File: src/verilog/health_pkg.sv
// health-monitoring command handler: task-file layouts, opcodes, codes
// assumes one device clock; no timing constants are needed
package health_pkg;
  typedef struct packed {
    logic [7:0] feature;
    logic [7:0] count;
    logic [7:0] lba_low;
    logic [7:0] lba_mid;
    logic [7:0] lba_high;
    logic [7:0] device;
    logic [7:0] command;
  } taskfile_s;

  typedef struct packed {
    logic [7:0] status;
    logic [7:0] error;
    logic [7:0] lba_mid;
    logic [7:0] lba_high;
    logic [7:0] device;
  } completion_s;

  localparam logic [7:0] OP_HEALTH = 8'hB0;
  localparam logic [7:0] SUB_RD_LOG = 8'hD5;
  localparam logic [7:0] SUB_WR_LOG = 8'hD6;
  localparam logic [7:0] SUB_ENABLE = 8'hD8;
  localparam logic [7:0] SUB_DISABLE = 8'hD9;
  localparam logic [7:0] SUB_STATUS = 8'hDA;
  localparam logic [7:0] SIG_MID = 8'h4F;
  localparam logic [7:0] SIG_HIGH = 8'hC2;
  localparam logic [7:0] BAD_MID = 8'hF4;
  localparam logic [7:0] BAD_HIGH = 8'h2C;
  localparam logic [7:0] DEV_IN = 8'hA0;
  localparam logic [7:0] DEV_OUT = 8'hE0;
  localparam logic [7:0] STAT_OK = 8'h50;
  localparam logic [7:0] STAT_ERR = 8'h51;
  localparam logic [7:0] ERR_ABORT = 8'h04;
  localparam logic [7:0] ERR_NONE = 8'h00;
  localparam logic [7:0] LOG_TUNNEL_CMD = 8'hE0;
  localparam logic [7:0] LOG_TUNNEL_DATA = 8'hE1;
  localparam int SPARE_W_DEF = 16;
  localparam int SPARE_LIMIT_DEF = 3;
endpackage : health_pkg

File: src/verilog/health_signature.sv
// spare-block threshold check, returns the status signature pair
// assumes the count is a settled level from the block accounting
`timescale 1ns/1ps
`default_nettype none
module health_signature
#(
  parameter int SPARE_W = health_pkg::SPARE_W_DEF,
  parameter int SPARE_LIMIT = health_pkg::SPARE_LIMIT_DEF
)
(
  input wire logic [SPARE_W-1:0] spare_count, // spare blocks left
  output logic [7:0] sig_mid, // address-mid answer
  output logic [7:0] sig_high, // address-high answer
  output logic exceeded // threshold crossed
);
  import health_pkg::*;

  assign exceeded = (spare_count <= SPARE_W'(SPARE_LIMIT));
  assign sig_mid = exceeded ? BAD_MID : SIG_MID;
  assign sig_high = exceeded ? BAD_HIGH : SIG_HIGH;
endmodule : health_signature
`default_nettype wire

File: src/verilog/health_cmd_ctrl.sv
// health-monitoring enable/disable/status sub-command handler
// assumes commands arrive one at a time as parsed register images and
// a nonvolatile bit outside holds the on/off state across power cycles
// Functional notes
// - enable sub-command turns monitoring fully on
// - on/off state kept in nonvolatile storage
// - repeated enable changes nothing
// - disable sub-command turns all monitoring off
// - while off, abort all health sub-commands but enable/tunnel
// - while off, enable and tunnel still processed
// - status answer carried in mid/high fields
// - spares above three: 4F/C2
// - spares three or fewer: F4/2C
`timescale 1ns/1ps
`default_nettype none
module health_cmd_ctrl
#(
  parameter int SPARE_W = health_pkg::SPARE_W_DEF,
  parameter int SPARE_LIMIT = health_pkg::SPARE_LIMIT_DEF
)
(
  input wire logic ref_clk, // 200 MHz device clock
  input wire logic nrst, // async reset, active low
  input wire logic ce, // clock enable, freezes state when low
  input wire logic cmd_valid, // command image present
  input wire health_pkg::taskfile_s cmd, // command register image
  output logic cmd_ready, // handler can take a command
  input wire logic [SPARE_W-1:0] spare_count, // spare-block count
  input wire logic nv_enabled, // stored on/off state
  output logic nv_wr_en, // pulse: store new state
  output logic nv_wr_data, // state to store
  output logic fwd_valid, // pulse: command for other handlers
  output health_pkg::taskfile_s fwd, // forwarded command image
  output logic resp_valid, // pulse: completion ready
  output health_pkg::completion_s resp, // completion register image
  output logic smart_on // monitoring enabled
);
  import health_pkg::*;

  typedef enum logic [0:0] {
    ST_LOAD = 1'b0,
    ST_RUN = 1'b1
  } ctl_state_e;

  ctl_state_e state_reg;
  logic enabled_reg;
  logic take;
  logic is_ours;
  logic sig_ok;
  logic is_tunnel;
  logic do_abort;
  logic do_fwd;
  logic do_enable;
  logic do_disable;
  logic do_status;
  logic [7:0] sig_mid;
  logic [7:0] sig_high;
  logic sig_exceeded;

  health_signature #(
    .SPARE_W(SPARE_W),
    .SPARE_LIMIT(SPARE_LIMIT)
  ) u_sig (
    .spare_count(spare_count),
    .sig_mid(sig_mid),
    .sig_high(sig_high),
    .exceeded(sig_exceeded)
  );

  assign cmd_ready = (state_reg == ST_RUN);
  assign take = cmd_valid & cmd_ready & ce;
  assign smart_on = enabled_reg;

  // decode of one command image
  always_comb
  begin
    is_ours = (cmd.command == OP_HEALTH);
    sig_ok = (cmd.lba_mid == SIG_MID) && (cmd.lba_high == SIG_HIGH) &&
      (cmd.device == DEV_IN);
    is_tunnel = ((cmd.feature == SUB_RD_LOG) ||
      (cmd.feature == SUB_WR_LOG)) &&
      ((cmd.lba_low == LOG_TUNNEL_CMD) || (cmd.lba_low == LOG_TUNNEL_DATA));
    do_enable = 1'b0;
    do_disable = 1'b0;
    do_status = 1'b0;
    do_fwd = 1'b0;
    do_abort = 1'b0;
    if (!is_ours)
    begin
      do_fwd = 1'b1;
    end
    else if (!sig_ok)
    begin
      do_abort = 1'b1;
    end
    else
    begin
      case (cmd.feature)
        SUB_ENABLE: do_enable = 1'b1;
        SUB_DISABLE:
        begin
          do_disable = enabled_reg;
          do_abort = !enabled_reg;
        end
        SUB_STATUS:
        begin
          do_status = enabled_reg;
          do_abort = !enabled_reg;
        end
        default:
        begin
          do_fwd = enabled_reg || is_tunnel;
          do_abort = !(enabled_reg || is_tunnel);
        end
      endcase
    end
  end

  // stored state is copied in once after reset release; the flop itself
  // resets to a constant and the nonvolatile copy is the true owner
  always_ff @(posedge ref_clk or negedge nrst)
  begin
    if (!nrst)
      state_reg <= ST_LOAD;
    else if (ce)
    begin
      case (state_reg)
        ST_LOAD: state_reg <= ST_RUN;
        ST_RUN: state_reg <= ST_RUN;
        default: state_reg <= ST_LOAD;
      endcase
    end
  end

  always_ff @(posedge ref_clk or negedge nrst)
  begin
    if (!nrst)
      enabled_reg <= 1'b0;
    else if (ce)
    begin
      if (state_reg == ST_LOAD)
        enabled_reg <= nv_enabled;
      else if (take && do_enable)
        enabled_reg <= 1'b1;
      else if (take && do_disable)
        enabled_reg <= 1'b0;
    end
  end

  // write the nonvolatile copy only on a real change, so a repeated
  // enable wears nothing and touches no collected data
  always_ff @(posedge ref_clk or negedge nrst)
  begin
    if (!nrst)
    begin
      nv_wr_en <= 1'b0;
      nv_wr_data <= 1'b0;
    end
    else if (ce)
    begin
      nv_wr_en <= take && ((do_enable && !enabled_reg) || do_disable);
      if (take && do_enable)
        nv_wr_data <= 1'b1;
      else if (take && do_disable)
        nv_wr_data <= 1'b0;
    end
  end

  always_ff @(posedge ref_clk or negedge nrst)
  begin
    if (!nrst)
    begin
      fwd_valid <= 1'b0;
      fwd <= '0;
    end
    else if (ce)
    begin
      fwd_valid <= take && do_fwd;
      if (take && do_fwd)
        fwd <= cmd;
    end
  end

  always_ff @(posedge ref_clk or negedge nrst)
  begin
    if (!nrst)
    begin
      resp_valid <= 1'b0;
      resp <= '0;
    end
    else if (ce)
    begin
      resp_valid <= take && !do_fwd;
      if (take && !do_fwd)
      begin
        resp.device <= DEV_OUT;
        resp.status <= do_abort ? STAT_ERR : STAT_OK;
        resp.error <= do_abort ? ERR_ABORT : ERR_NONE;
        resp.lba_mid <= do_status ? sig_mid : 8'h00;
        resp.lba_high <= do_status ? sig_high : 8'h00;
      end
    end
  end
endmodule : health_cmd_ctrl
`default_nettype wire

File: config.mk
export PLATFORM = sky130hd
export DESIGN_NAME = health_cmd_ctrl
export DESIGN_NICKNAME = d
export VERILOG_FILES = /design/src/verilog/health_pkg.sv /design/src/verilog/health_signature.sv /design/src/verilog/health_cmd_ctrl.sv
export SDC_FILE = /design/constraint.sdc
export NUM_CORES = 1
export LEC_CHECK = 0
export ABC_AREA = 1
export BUFFER_PORTS_ARGS = -buffer_cell sky130_fd_sc_hd__buf_2
export CORE_MARGIN = 2
export CORE_UTILIZATION = 40
export DETAILED_ROUTE_END_ITERATION = 8
export PLACE_DENSITY_LB_ADDON = 0.1
export SLEW_MARGIN = 20
export SYNTH_ARGS = -nofsm -noshare
export SYNTH_HDL_FRONTEND = slang
export SYNTH_SLANG_ARGS = --single-unit
export TNS_END_PERCENT = 10
File: constraint.sdc
create_clock -name ref_clk -period 1.8 [get_ports ref_clk]
set_input_delay 0.18 -clock ref_clk [delete_from_list [all_inputs] [get_ports ref_clk]]
set_output_delay 0.18 -clock ref_clk [all_outputs]
set_load 0.01 [all_outputs]
Yosys cells after proc, flatten, opt, wreduce, memory -nomap -nowiden
Index checks and enable logic that the tools add are counted.
Widths: inputs -> output; s select.
{"block": "classes", "n_lt_le_gt_ge": 1, "n_eq_ne": 12, "muxes": 24, "n_bitwise": 2, "reduce_logical": 23}
{"op": "$eq 8x8->1 const B", "count": 10}
{"op": "$mux 8", "count": 4}
{"op": "$mux 1", "count": 18}
{"op": "$le 16x2->1 const B", "count": 1}
{"op": "$logic_and 1x1->1", "count": 9}
{"op": "$eq 8x7->1 const B", "count": 1}
{"op": "$reduce_and 2->1", "count": 4}
{"op": "$logic_or 1x1->1", "count": 4}
{"op": "$logic_not 1->1", "count": 3}
{"op": "$mux 3", "count": 1}
{"op": "$ne 3x1->1 const B", "count": 1}
{"op": "$reduce_or 3->1", "count": 1}
{"op": "$and 1x1->1", "count": 2}
{"op": "$pmux 1 s2", "count": 1}
{"op": "$reduce_bool 2->1", "count": 1}
{"op": "$reduce_or 2->1", "count": 1}
{"block": "totals", "reg_bits": 95, "inputBits": 77, "output_inout_bits": 102, "word_cells": 80}

Logic depth before layout (Yosys ltp)
Gate-level depths: netlist of run 1.
{"block": "logic_depth", "depth_word": 10, "depth_mapped": 14, "depth_no_buf": 12}

By module
From an unflattened synthesis of run 1, not the netlist that was laid out.
{"block": "unflattened", "cells_unflattened": 515, "hier_area_um2": 4012.6}
{"mod": "health_cmd_ctrl", "instances": 1, "cells_each": 474, "area_per_inst_um2": 3792.4, "seq_area_each_um2": 2001.9}
{"mod": "health_signature", "instances": 1, "cells_each": 41, "area_per_inst_um2": 220.2, "seq_area_each_um2": 0.0}

Least setup slack after synthesis of run 1
Ideal clock, no wire load.
{"block": "synth_timing", "kind": "register -> register", "from": "reg state_reg, in the netlist cmd_ready", "to": "reg fwd[0] (netlist name)", "setup_ns": 0.066, "t_arrival_ns": 1.375, "t_required_ns": 1.734, "path_slack_ns": 0.359, "path_stages_with_launch": 7, "path_buffers": 2, "synth_period_minus_slack_ns": 1.441, "path_cell_list": "dfrtp_1 -> nand3_1 -> clkinv_1 -> clkbuf_1 -> clkbuf_1 -> nand3_1 -> nand2_1"}
{"block": "synth_via", "elab_chain_len": 4}
{"item": "start, declared", "line_no": "health_cmd_ctrl.sv:45", "rtl": "ctl_state_e state_reg;"}
{"item": "start signal, assigned", "line_no": "health_cmd_ctrl.sv:124", "rtl": "state_reg <= ST_LOAD;"}
{"item": "start signal, assigned", "line_no": "health_cmd_ctrl.sv:128", "rtl": "ST_LOAD: state_reg <= ST_RUN;"}
{"item": "start signal, assigned", "line_no": "health_cmd_ctrl.sv:129", "rtl": "ST_RUN: state_reg <= ST_RUN;"}
{"item": "$and 1x1->1 (2 in series)", "line_no": "health_cmd_ctrl.sv:71", "rtl": "assign take = cmd_valid & cmd_ready & ce;"}
{"item": "$logic_and 1x1->1", "line_no": "health_cmd_ctrl.sv:179", "rtl": "if (take && do_fwd)"}
{"item": "$reduce_and 2->1 (no source line)"}
{"item": "end signal, assigned", "line_no": "health_cmd_ctrl.sv:180", "rtl": "fwd <= cmd;"}
{"item": "end, declared", "line_no": "health_cmd_ctrl.sv:33", "rtl": "output health_pkg::taskfile_s fwd,"}
Every way passes these cells.
A chain may end at the register's enable or synchronous reset.

Final worst setup path of run 1
{"block": "layout_timing", "from": "reg enabled_reg, in the netlist smart_on", "to": "reg fwd[25] (netlist name)"}
{"block": "layout_via", "elab_chain_len": 6}
{"item": "start, declared", "line_no": "health_cmd_ctrl.sv:46", "rtl": "logic enabled_reg;"}
{"item": "start signal, assigned", "line_no": "health_cmd_ctrl.sv:142", "rtl": "enabled_reg <= nv_enabled;"}
{"item": "$logic_or 1x1->1", "line_no": "health_cmd_ctrl.sv:112", "rtl": "do_fwd = enabled_reg || is_tunnel;"}
{"item": "$mux 1", "line_no": "health_cmd_ctrl.sv:98", "rtl": "case (cmd.feature)"}
{"item": "$mux 1", "line_no": "health_cmd_ctrl.sv:92", "rtl": "else if (!sig_ok)"}
{"item": "$mux 1", "line_no": "health_cmd_ctrl.sv:88", "rtl": "if (!is_ours)"}
{"item": "$logic_and 1x1->1", "line_no": "health_cmd_ctrl.sv:179"}
{"item": "$reduce_and 2->1 (no source line)"}
Every way passes these cells.

==> results of run 1 <==
==> registers in the layout, indices dropped and copies added, names as in the netlist <==
signal,cells
resp_valid,1
resp,5
fwd,56
smart_on,1
nv_wr_en,1
fwd_valid,1
nv_wr_data,1
cmd_ready,1
==> layout by cell type, fill, tap and decap left out <==
cell type	n
inv_2	1
nor3_1	2
buf_4	5
dlygate4sd3_1	1
clkbuf_8	10
buf_2	157
nand3b_1	1
conb_1	19
and3_1	1
nand4_1	5
nand2_2	3
nor2_2	3
clkbuf_1	2
or2_2	1
dfrtp_1	67
bufinv_16	1
nor4_1	2
o211ai_1	1
nor2_1	33
o21ai_0	1
clkinv_2	1
nand3_1	69
clkinvlp_4	2
buf_12	3
nand2_1	168
inv_1	26
and2_1	1
==> Yosys cell counts, drive strengths merged <==
cell	instances	area share (%)
nand2	171	19
nand3	69	10
dfrtp	67	49
buf	49	11
nor2	36	4.2
inv	26	2.9
clkbuf	5	0.55
nand4	5	0.92
nor3	2	0.29
nor4	2	0.37
and2	1	0.18
and3	1	0.18
clkinv	1	0.11
conb	1	0.11
nand3b	1	0.22
o211ai	1	0.22
o21ai	1	0.15
or2	1	0.18
==> cell families (layout without fill, tap and decap cells) <==
group	Yosys count	after routing	share of synthesized area [%]
compound gates	2	2	0.368
simple gates	289	289	35.8
flops	67	67	49.3
other cells	1	19	0.110
buf+inv	81	209	14.5
==> path summary, 6_finish.rpt <==
| path | from | end |
|---|---|---|
| hold reg to reg | fwd[5] | fwd[5] |
| hold / removal | cmd[42] | fwd[42] |
| setup reg to reg | smart_on | fwd[25] |
| max in group asynchronous | nrst | fwd[48] |
| setup / recovery | smart_on | fwd[25] |
| min in group asynchronous | nrst | fwd[5] |
==> metal layers <==
metal  GRT usage, %  up-vias  share of wire, %  wire, um
met2           29.1       99                46      3880
li1               -     1598                 -         -
met4           5.36        0               1.0        86
met3           5.17        8               7.7       656
met5              0        -                 0         0
met1           25.0     1397                46      3880
==> where the power goes <==
part,leakage [nW],internal [mW],switching [mW]
Clock,0.0926,0.677,0.573
Combinational,1.66,0.284,0.408
Sequential,0.837,1.68,0.0865
==> area by class of cell <==
class | instances | share of cell area (%)
Clock buffer | 12 | 3.38
Clock inverter | 4 | 1.16
Inverter | 27 | 2.36
Multi-Input combinational cell | 310 | 30.3
Sequential cell | 67 | 39.0
Tap cell | 105 | 3.06
Timing Repair Buffer | 166 | 20.8
==> critical path: cells and delay by family (launching register included) <==
kind / cells / cell delay (ns)
buffers and inverters: 2 / 0.42
flip-flops: 1 / 0.42
AND/OR/NAND/NOR: 6 / 0.58
==> stage by stage <==
step | util, % | worst slack, ns | std cells | total power, mW
6_report | 52.3 | 0.335 | 691 | 3.70
5_1_grt | 52.3 | 0.168 | 691 | 3.93
4_1_cts | 52.3 | 0.326 | 691 | 3.76
3_5_place_dp | 49.8 | 0.0742 | 674 | 2.49
3_3_place_gp | 49.8 | 0.109 | 674 | 2.48
2_1_floorplan | - | 0.359 | 458 | 2.15
==> impl_metrics.yaml, run 1 <==
sta:
  fin_hold_ws_ns: 0.0756
  fin_skew_ns: 0.00402
  rsz0062_at_grt: "false"
  post-route-period-util_pct: 81.4
  drv_slew: 0
  fmax_ghz: 0.682
  hold_viol: 0
  setup_viol: 0
  min_period_ns: 1.47
  tns_ns: 0
clock_tree:
  cts_buffer_depth: 2
  ctsHoldBuffers: 1
  cts_setup_buffers: 0
  h-tree-depth: 3
  numCtsBuffers: 9
  root_buffer: "clkbuf_8"
  clk-insertion-delay-late_ns: 0.33
  cts_sinks: 67
  path_clk_slew_ns: 0.07
  post_cts_resized: 0
  cts_tree: "done"
power_and_ir_drop:
  power_density_nw_per_um2: 862
  cellLeakagePower_nw: 2.59
  irDropWorstVdd_uv: 456
min_path:
  worstHoldPathCells: 3
  hold_path_class: "input pin to flop"
final_layout:
  fillers: 853
  fin_area_um2: 4300
  area_growth_pct: 26.3
  register_area_um2: 1680
  n_antenna_cell: 0
  multiInputGateArea_um2: 1300
  drive_gt1_share_pct: 31.9
  fin_nets: 658
job:
  cap_viol_max_count: 0
synth:
  ys_types: 23
  syn_inst: 440
  syn-cell-area_um2: 3400
  syn_avg_cell_area_um2: 7.73
  seq_area_frac_synth_pct: 49.3
  ys_ff_latch: 67
  ys_warn_count: 0
routing:
  viasPerCell: 4.49
  routedWlPerCell_um: 12.3
  drtAntennaViolNets: 0
  wirelength_mm: 8.51
  dr.pass1.iters: 4
  dr.first_iter.drc_count: 142
  drc: 0
  vias: 3102
global_route:
  grt_antenna_before_repair: 0
  gr-usage-all-layers_pct: 18.5
  first_global_vias: 2840
  grt_max_degree: 57
  overflow: 0
  grt_pass1_wl_mm: 13.3
outcome:
  status: "completed"
setup_path:
  path_cells: "inv_1, nand2_1, nand2_2, nand2_2, nand2_2, buf_4, nand2_1, nand2_1"
  worstPathRequired_ns: 2.07
  end_kind: "flop"
  cp.arrival_ns: 1.74
  rrSetupSlack_ns: 0.33
  cp-start-kind: "flop"
  cp_max_fo: 28
  worst_path_largest_cell_delay_ns: 0.42
  worstSetupPathType: "flop to flop"
  cpMaxStageDelayCell: "dfrtp_1"
  r2r_cells: 8
placement:
  gp_congestion: 0.759
  dpl-instance-area_um2: 4090
  dpl.hpwl_mm: 6.22
  port_buffers: 157
die:
  fp.dieH_um: 96.2
  die_w_um: 96.2
  initial_utilization_pct: 41.4
  coreArea_um2: 8220
  row_count: 33
  ios: 179
  fp.dieArea_um2: 9260
No activity file was read; power rests on OpenSTA's default activity.
==> inputs of run 2 (changes only) <==
==> constraint.sdc (replaced) <==
create_clock -name ref_clk -period 1.5 [get_ports ref_clk]
set_input_delay 0.15 -clock ref_clk [delete_from_list [all_inputs] [get_ports ref_clk]]
set_output_delay 0.15 -clock ref_clk [all_outputs]
set_load 0.01 [all_outputs]
==> impl_metrics.yaml, run 2 (synthesized netlist as in run 1, its figures left out) <==
power_and_ir_drop:
  power_density_nw_per_um2: 1020
  cellLeakagePower_nw: 2.64
  internal_power_mw: 3.21
  net-switching-power_mw: 1.27
  power.share.switching_pct: 28.4
  irDropWorstVdd_uv: 418
  seq_power_share_pct: 47.3
  power.total_mw: 4.48
  power_frac_comb_pct: 18.8
  p_clk_share_pct: 33.9
setup_path:
  worst_path_largest_cell_delay_ns: 0.43
  cp.arrival_ns: 1.60
  critical_path.top_delay_family: "simple AND/OR/NAND/NOR gates"
  end_kind: "flop"
  cp_max_fo: 6
  worstSetupPathType: "flop to flop"
  cp-start-kind: "flop"
  path_cells: "nand3_2, inv_4, nand3_1, nor2_1, nand2_1, nand3_1, nand2_1, nand2_1, nand2_1"
  cpMaxStageDelayCell: "dfrtp_1"
  crit_top_cell: "nand2_1"
  worstPathRequired_ns: 1.72
  path_buf_inv: 1
outcome:
  status: "completed"
sta:
  min_period_ns: 1.38
  drv_slew: 0
  rsz0062_at_grt: "false"
  fmax_ghz: 0.726
  fin_skew_ns: 0.00992
  setup_viol: 0
  fin_hold_ws_ns: 0.0442
  post-route-period-util_pct: 91.8
  hold_viol: 0
routing:
  viasPerCell: 4.57
  vias: 3197
  dr.first_iter.drc_count: 122
  wirelength_mm: 8.56
  drc: 0
  routedWlPerCell_um: 12.2
  dr.pass1.iters: 6
  drtAntennaViolNets: 0
clock_tree:
  cts_sinks: 67
  path_clk_slew_ns: 0.07
  cts_buffer_depth: 2
  h-tree-depth: 3
  root_buffer: "clkbuf_8"
  numCtsBuffers: 9
  cts_setup_buffers: 0
  cts_tree: "done"
  clk-insertion-delay-late_ns: 0.34
die:
  ios: 179
  row_count: 33
  coreArea_um2: 8220
  initial_utilization_pct: 41.4
  fp.dieH_um: 96.2
  die_w_um: 96.2
  fp.dieArea_um2: 9260
job:
  cap_viol_max_count: 0
final_layout:
  fin_nets: 668
  n_antenna_cell: 0
  area_growth_pct: 29.2
  finish.utilization_pct: 53.5
  final_common_cell: "nand2_1"
  largest_reg_flops: 56
  fillers: 856
  mostFrequentLayoutCells: "nand2_1, buf_2, nand3_1, dfrtp_1, nor2_1"
  top_regs: "fwd (56), resp (5)"
  top_register: "fwd"
  drive_gt1_share_pct: 33.8
  fin_area_um2: 4400
global_route:
  gr-usage-all-layers_pct: 18.6
  grt_max_degree: 68
  grt_pass1_wl_mm: 13.2
  overflow: 0
  grt_antenna_before_repair: 0
  first_global_vias: 2732
placement:
  gp_congestion: 0.770
  dpl-instance-area_um2: 4170
  dpl.hpwl_mm: 6.14
  port_buffers: 157
min_path:
  hold_path_class: "input pin to flop"
## run 2: final timing paths
path	from	endpoint	slack, ns	cells past startpoint
max	cmd_ready	smart_on	0.12	9
min	cmd[42]	fwd[42]	0.04	3
max reg2reg	cmd_ready	smart_on	0.12	9
min reg2reg	fwd[51]	fwd[51]	0.47	2
max in group asynchronous	nrst	cmd_ready	0.84	3
min in group asynchronous	nrst	fwd[5]	0.35	3
## run 2: per-stage QoR
step	std cells	worst slack [ns]	TNS (ns)
floorplan	458	0.0589	0
global placement	684	-0.0108	-0.163
detailed placement	684	-0.0591	-1.95
CTS	700	0.0584	0
global route	700	0.00235	0
finish	700	0.123	0
## run 2: cell type report
type	instances	area (um^2)	area share, %
clock buffer	11	151	3.44
clock inverter	4	50.0	1.14
inverter	27	104	2.36
multi-input combinational	310	1320	29.9
sequential	67	1680	38.1
tap	105	131	2.99
timing repair buffer	176	968	22.0
## run 2: worst min-delay path: stages
cell,delay (ns)
buf_2,0.08
nand3_1,0.06
nand2_1,0.06
## run 2: what timing repair did
action                                 in CTS  in global routing
gates resized for setup                     0                  4
endpoints found under the hold margin      67                  0
hold buffers                                1                  0
setup endpoints to repair                   0                  5
## run 2: power by group through the flow
stage | combinational [mW] | clock [mW] | sequential (mW)
after floorplan | 0.335 | 0 | 2.25
final | 0.842 | 1.52 | 2.12
after CTS | 0.853 | 1.57 | 2.12
after detailed placement | 0.853 | 0 | 2.15
after global routing | 0.959 | 1.65 | 2.14
after global placement | 0.838 | 0 | 2.15
## run 2: routing by layer
layer | global-route usage, % | up-vias | share of wire (%)
met5 | 0 | - | 0
met4 | 6.79 | 0 | 1.2
met3 | 3.99 | 11 | 7.6
met2 | 28.4 | 110 | 45
met1 | 26.0 | 1452 | 46
li1 | - | 1624 | -
==> inputs of run 3 (changes only) <==
--- a/config.mk
+++ b/config.mk
@@ -10,7 +10,7 @@
 export CORE_MARGIN = 2
 export CORE_UTILIZATION = 40
 export DETAILED_ROUTE_END_ITERATION = 8
-export PLACE_DENSITY_LB_ADDON = 0.1
+export PLACE_DENSITY = 0.78
 export SLEW_MARGIN = 20
 export SYNTH_ARGS = -nofsm -noshare
 export SYNTH_HDL_FRONTEND = slang
==> impl_metrics.yaml, run 3 (synthesized netlist as in run 1, its figures left out) <==
routing:
  viasPerCell: 4.60
  vias: 3269
  routedWlPerCell_um: 12.6
  drtAntennaViolNets: 0
  dr.first_iter.drc_count: 158
  wirelength_mm: 8.92
  drc: 0
  dr.pass1.iters: 4
clock_tree:
  cts_buffer_depth: 2
  clk-insertion-delay-late_ns: 0.34
  numCtsBuffers: 9
  cts_tree: "done"
  path_clk_slew_ns: 0.07
  cts_sinks: 67
  root_buffer: "clkbuf_8"
  h-tree-depth: 3
sta:
  rsz0062_at_grt: "false"
  setup_slack_ns: 0.123
  fin_skew_ns: 0.00742
  fmax_ghz: 0.726
  hold_viol: 0
  post-route-period-util_pct: 91.8
  fin_hold_ws_ns: 0.0339
  drv_slew: 0
  setup_viol: 0
  min_period_ns: 1.38
final_layout:
  final_cells: 710
  fin_nets: 677
  fillers: 833
  mostFrequentLayoutCells: "nand2_1, buf_2, nand3_1"
  area_growth_pct: 30.3
  largest_reg_flops: 56
  top_register: "fwd"
  top_regs: "fwd (56), resp (5)"
  n_antenna_cell: 0
  drive_gt1_share_pct: 34.5
  final_common_cell: "nand2_1"
outcome:
  status: "completed"
power_and_ir_drop:
  power_density_nw_per_um2: 1010
  irDropWorstVdd_uv: 589
  power.total_mw: 4.46
  cellLeakagePower_nw: 2.68
setup_path:
  cp.arrival_ns: 1.60
  worstPathRequired_ns: 1.73
  cp-start-kind: "flop"
  r2r_cells: 9
  end_kind: "flop"
  worstSetupPathType: "flop to flop"
  cp_max_fo: 4
die:
  die_w_um: 96.2
  ios: 179
  coreArea_um2: 8220
  initial_utilization_pct: 41.4
  fp.dieH_um: 96.2
  row_count: 33
  fp.dieArea_um2: 9260
job:
  cap_viol_max_count: 0
min_path:
  worstHoldPathCells: 3
  hold_path_class: "input pin to flop"
global_route:
  gr-usage-all-layers_pct: 20.1
  grt_max_degree: 68
  first_global_vias: 3075
  overflow: 0
  grt_antenna_before_repair: 0
  grt_pass1_wl_mm: 14.2
placement:
  dpl.hpwl_mm: 6.68
  dp_slack_ns: -0.157
  port_buffers: 157
  gp_congestion: 0.774
  place_inst: 690
[run 3: where the power goes]
group          internal, mW  switching, mW  total [mW]
Clock                 0.805          0.678        1.48
Combinational         0.360          0.498       0.858
Sequential             2.01          0.108        2.12
[run 3: layer usage]
metal | GRT usage, % | vias to the layer above | routed length [um]
met5 | 0 | - | 0
met4 | 8.21 | 0 | 100
met3 | 4.46 | 8 | 589
met2 | 34.0 | 118 | 4370
met1 | 24.9 | 1501 | 3860
li1 | - | 1642 | -
[run 3: critical path, cell delays in order (launching register included)]
cell and delay [ns]:
dfrtp_1 0.40, inv_1 0.11, nor3_2 0.22, nand2_1 0.08
nor2_1 0.08, nand2_1 0.09, nand3_1 0.10, nand2_1 0.06
nand2_1 0.07, nand2_1 0.05
[run 3: timing repair]
item                                    in CTS  in global routing
gates resized for setup                      0                  2
hold endpoints to repair                    67                  0
endpoints found under the setup margin       0                  5
setup buffers                                0                  3
hold buffers                                 1                  0
[run 3: area by class of cell]
cell class	count	area (um^2)	share of cell area [%]
Inverter	27	101	2.28
Timing Repair Buffer	185	1020	23.1
Clock inverter	5	52.6	1.18
Clock buffer	11	141	3.19
Multi-Input combinational cell	310	1310	29.5
Tap cell	105	131	2.96
Sequential cell	67	1680	37.8
[run 3: path summary, 6_finish.rpt]
check | slack [ns] | start | to
min in group asynchronous | 0.35 | nrst | fwd[4]
max in group asynchronous | 0.84 | nrst | fwd[13]
min | 0.03 | cmd[43] | fwd[43]
max | 0.12 | smart_on | smart_on
max reg2reg | 0.12 | smart_on | smart_on
min reg2reg | 0.47 | fwd[41] | fwd[41]
[run 3: metrics by stage]
stage / cell area [um^2] / utilization, % / setup TNS (ns)
CTS: 4410 / 53.6 / 0
finish: 4440 / 54.0 / 0
global route: 4440 / 54.0 / 0
global placement: 4200 / 51.1 / -1.07
detailed placement: 4200 / 51.1 / -5.61
floorplan: 3470 / - / 0
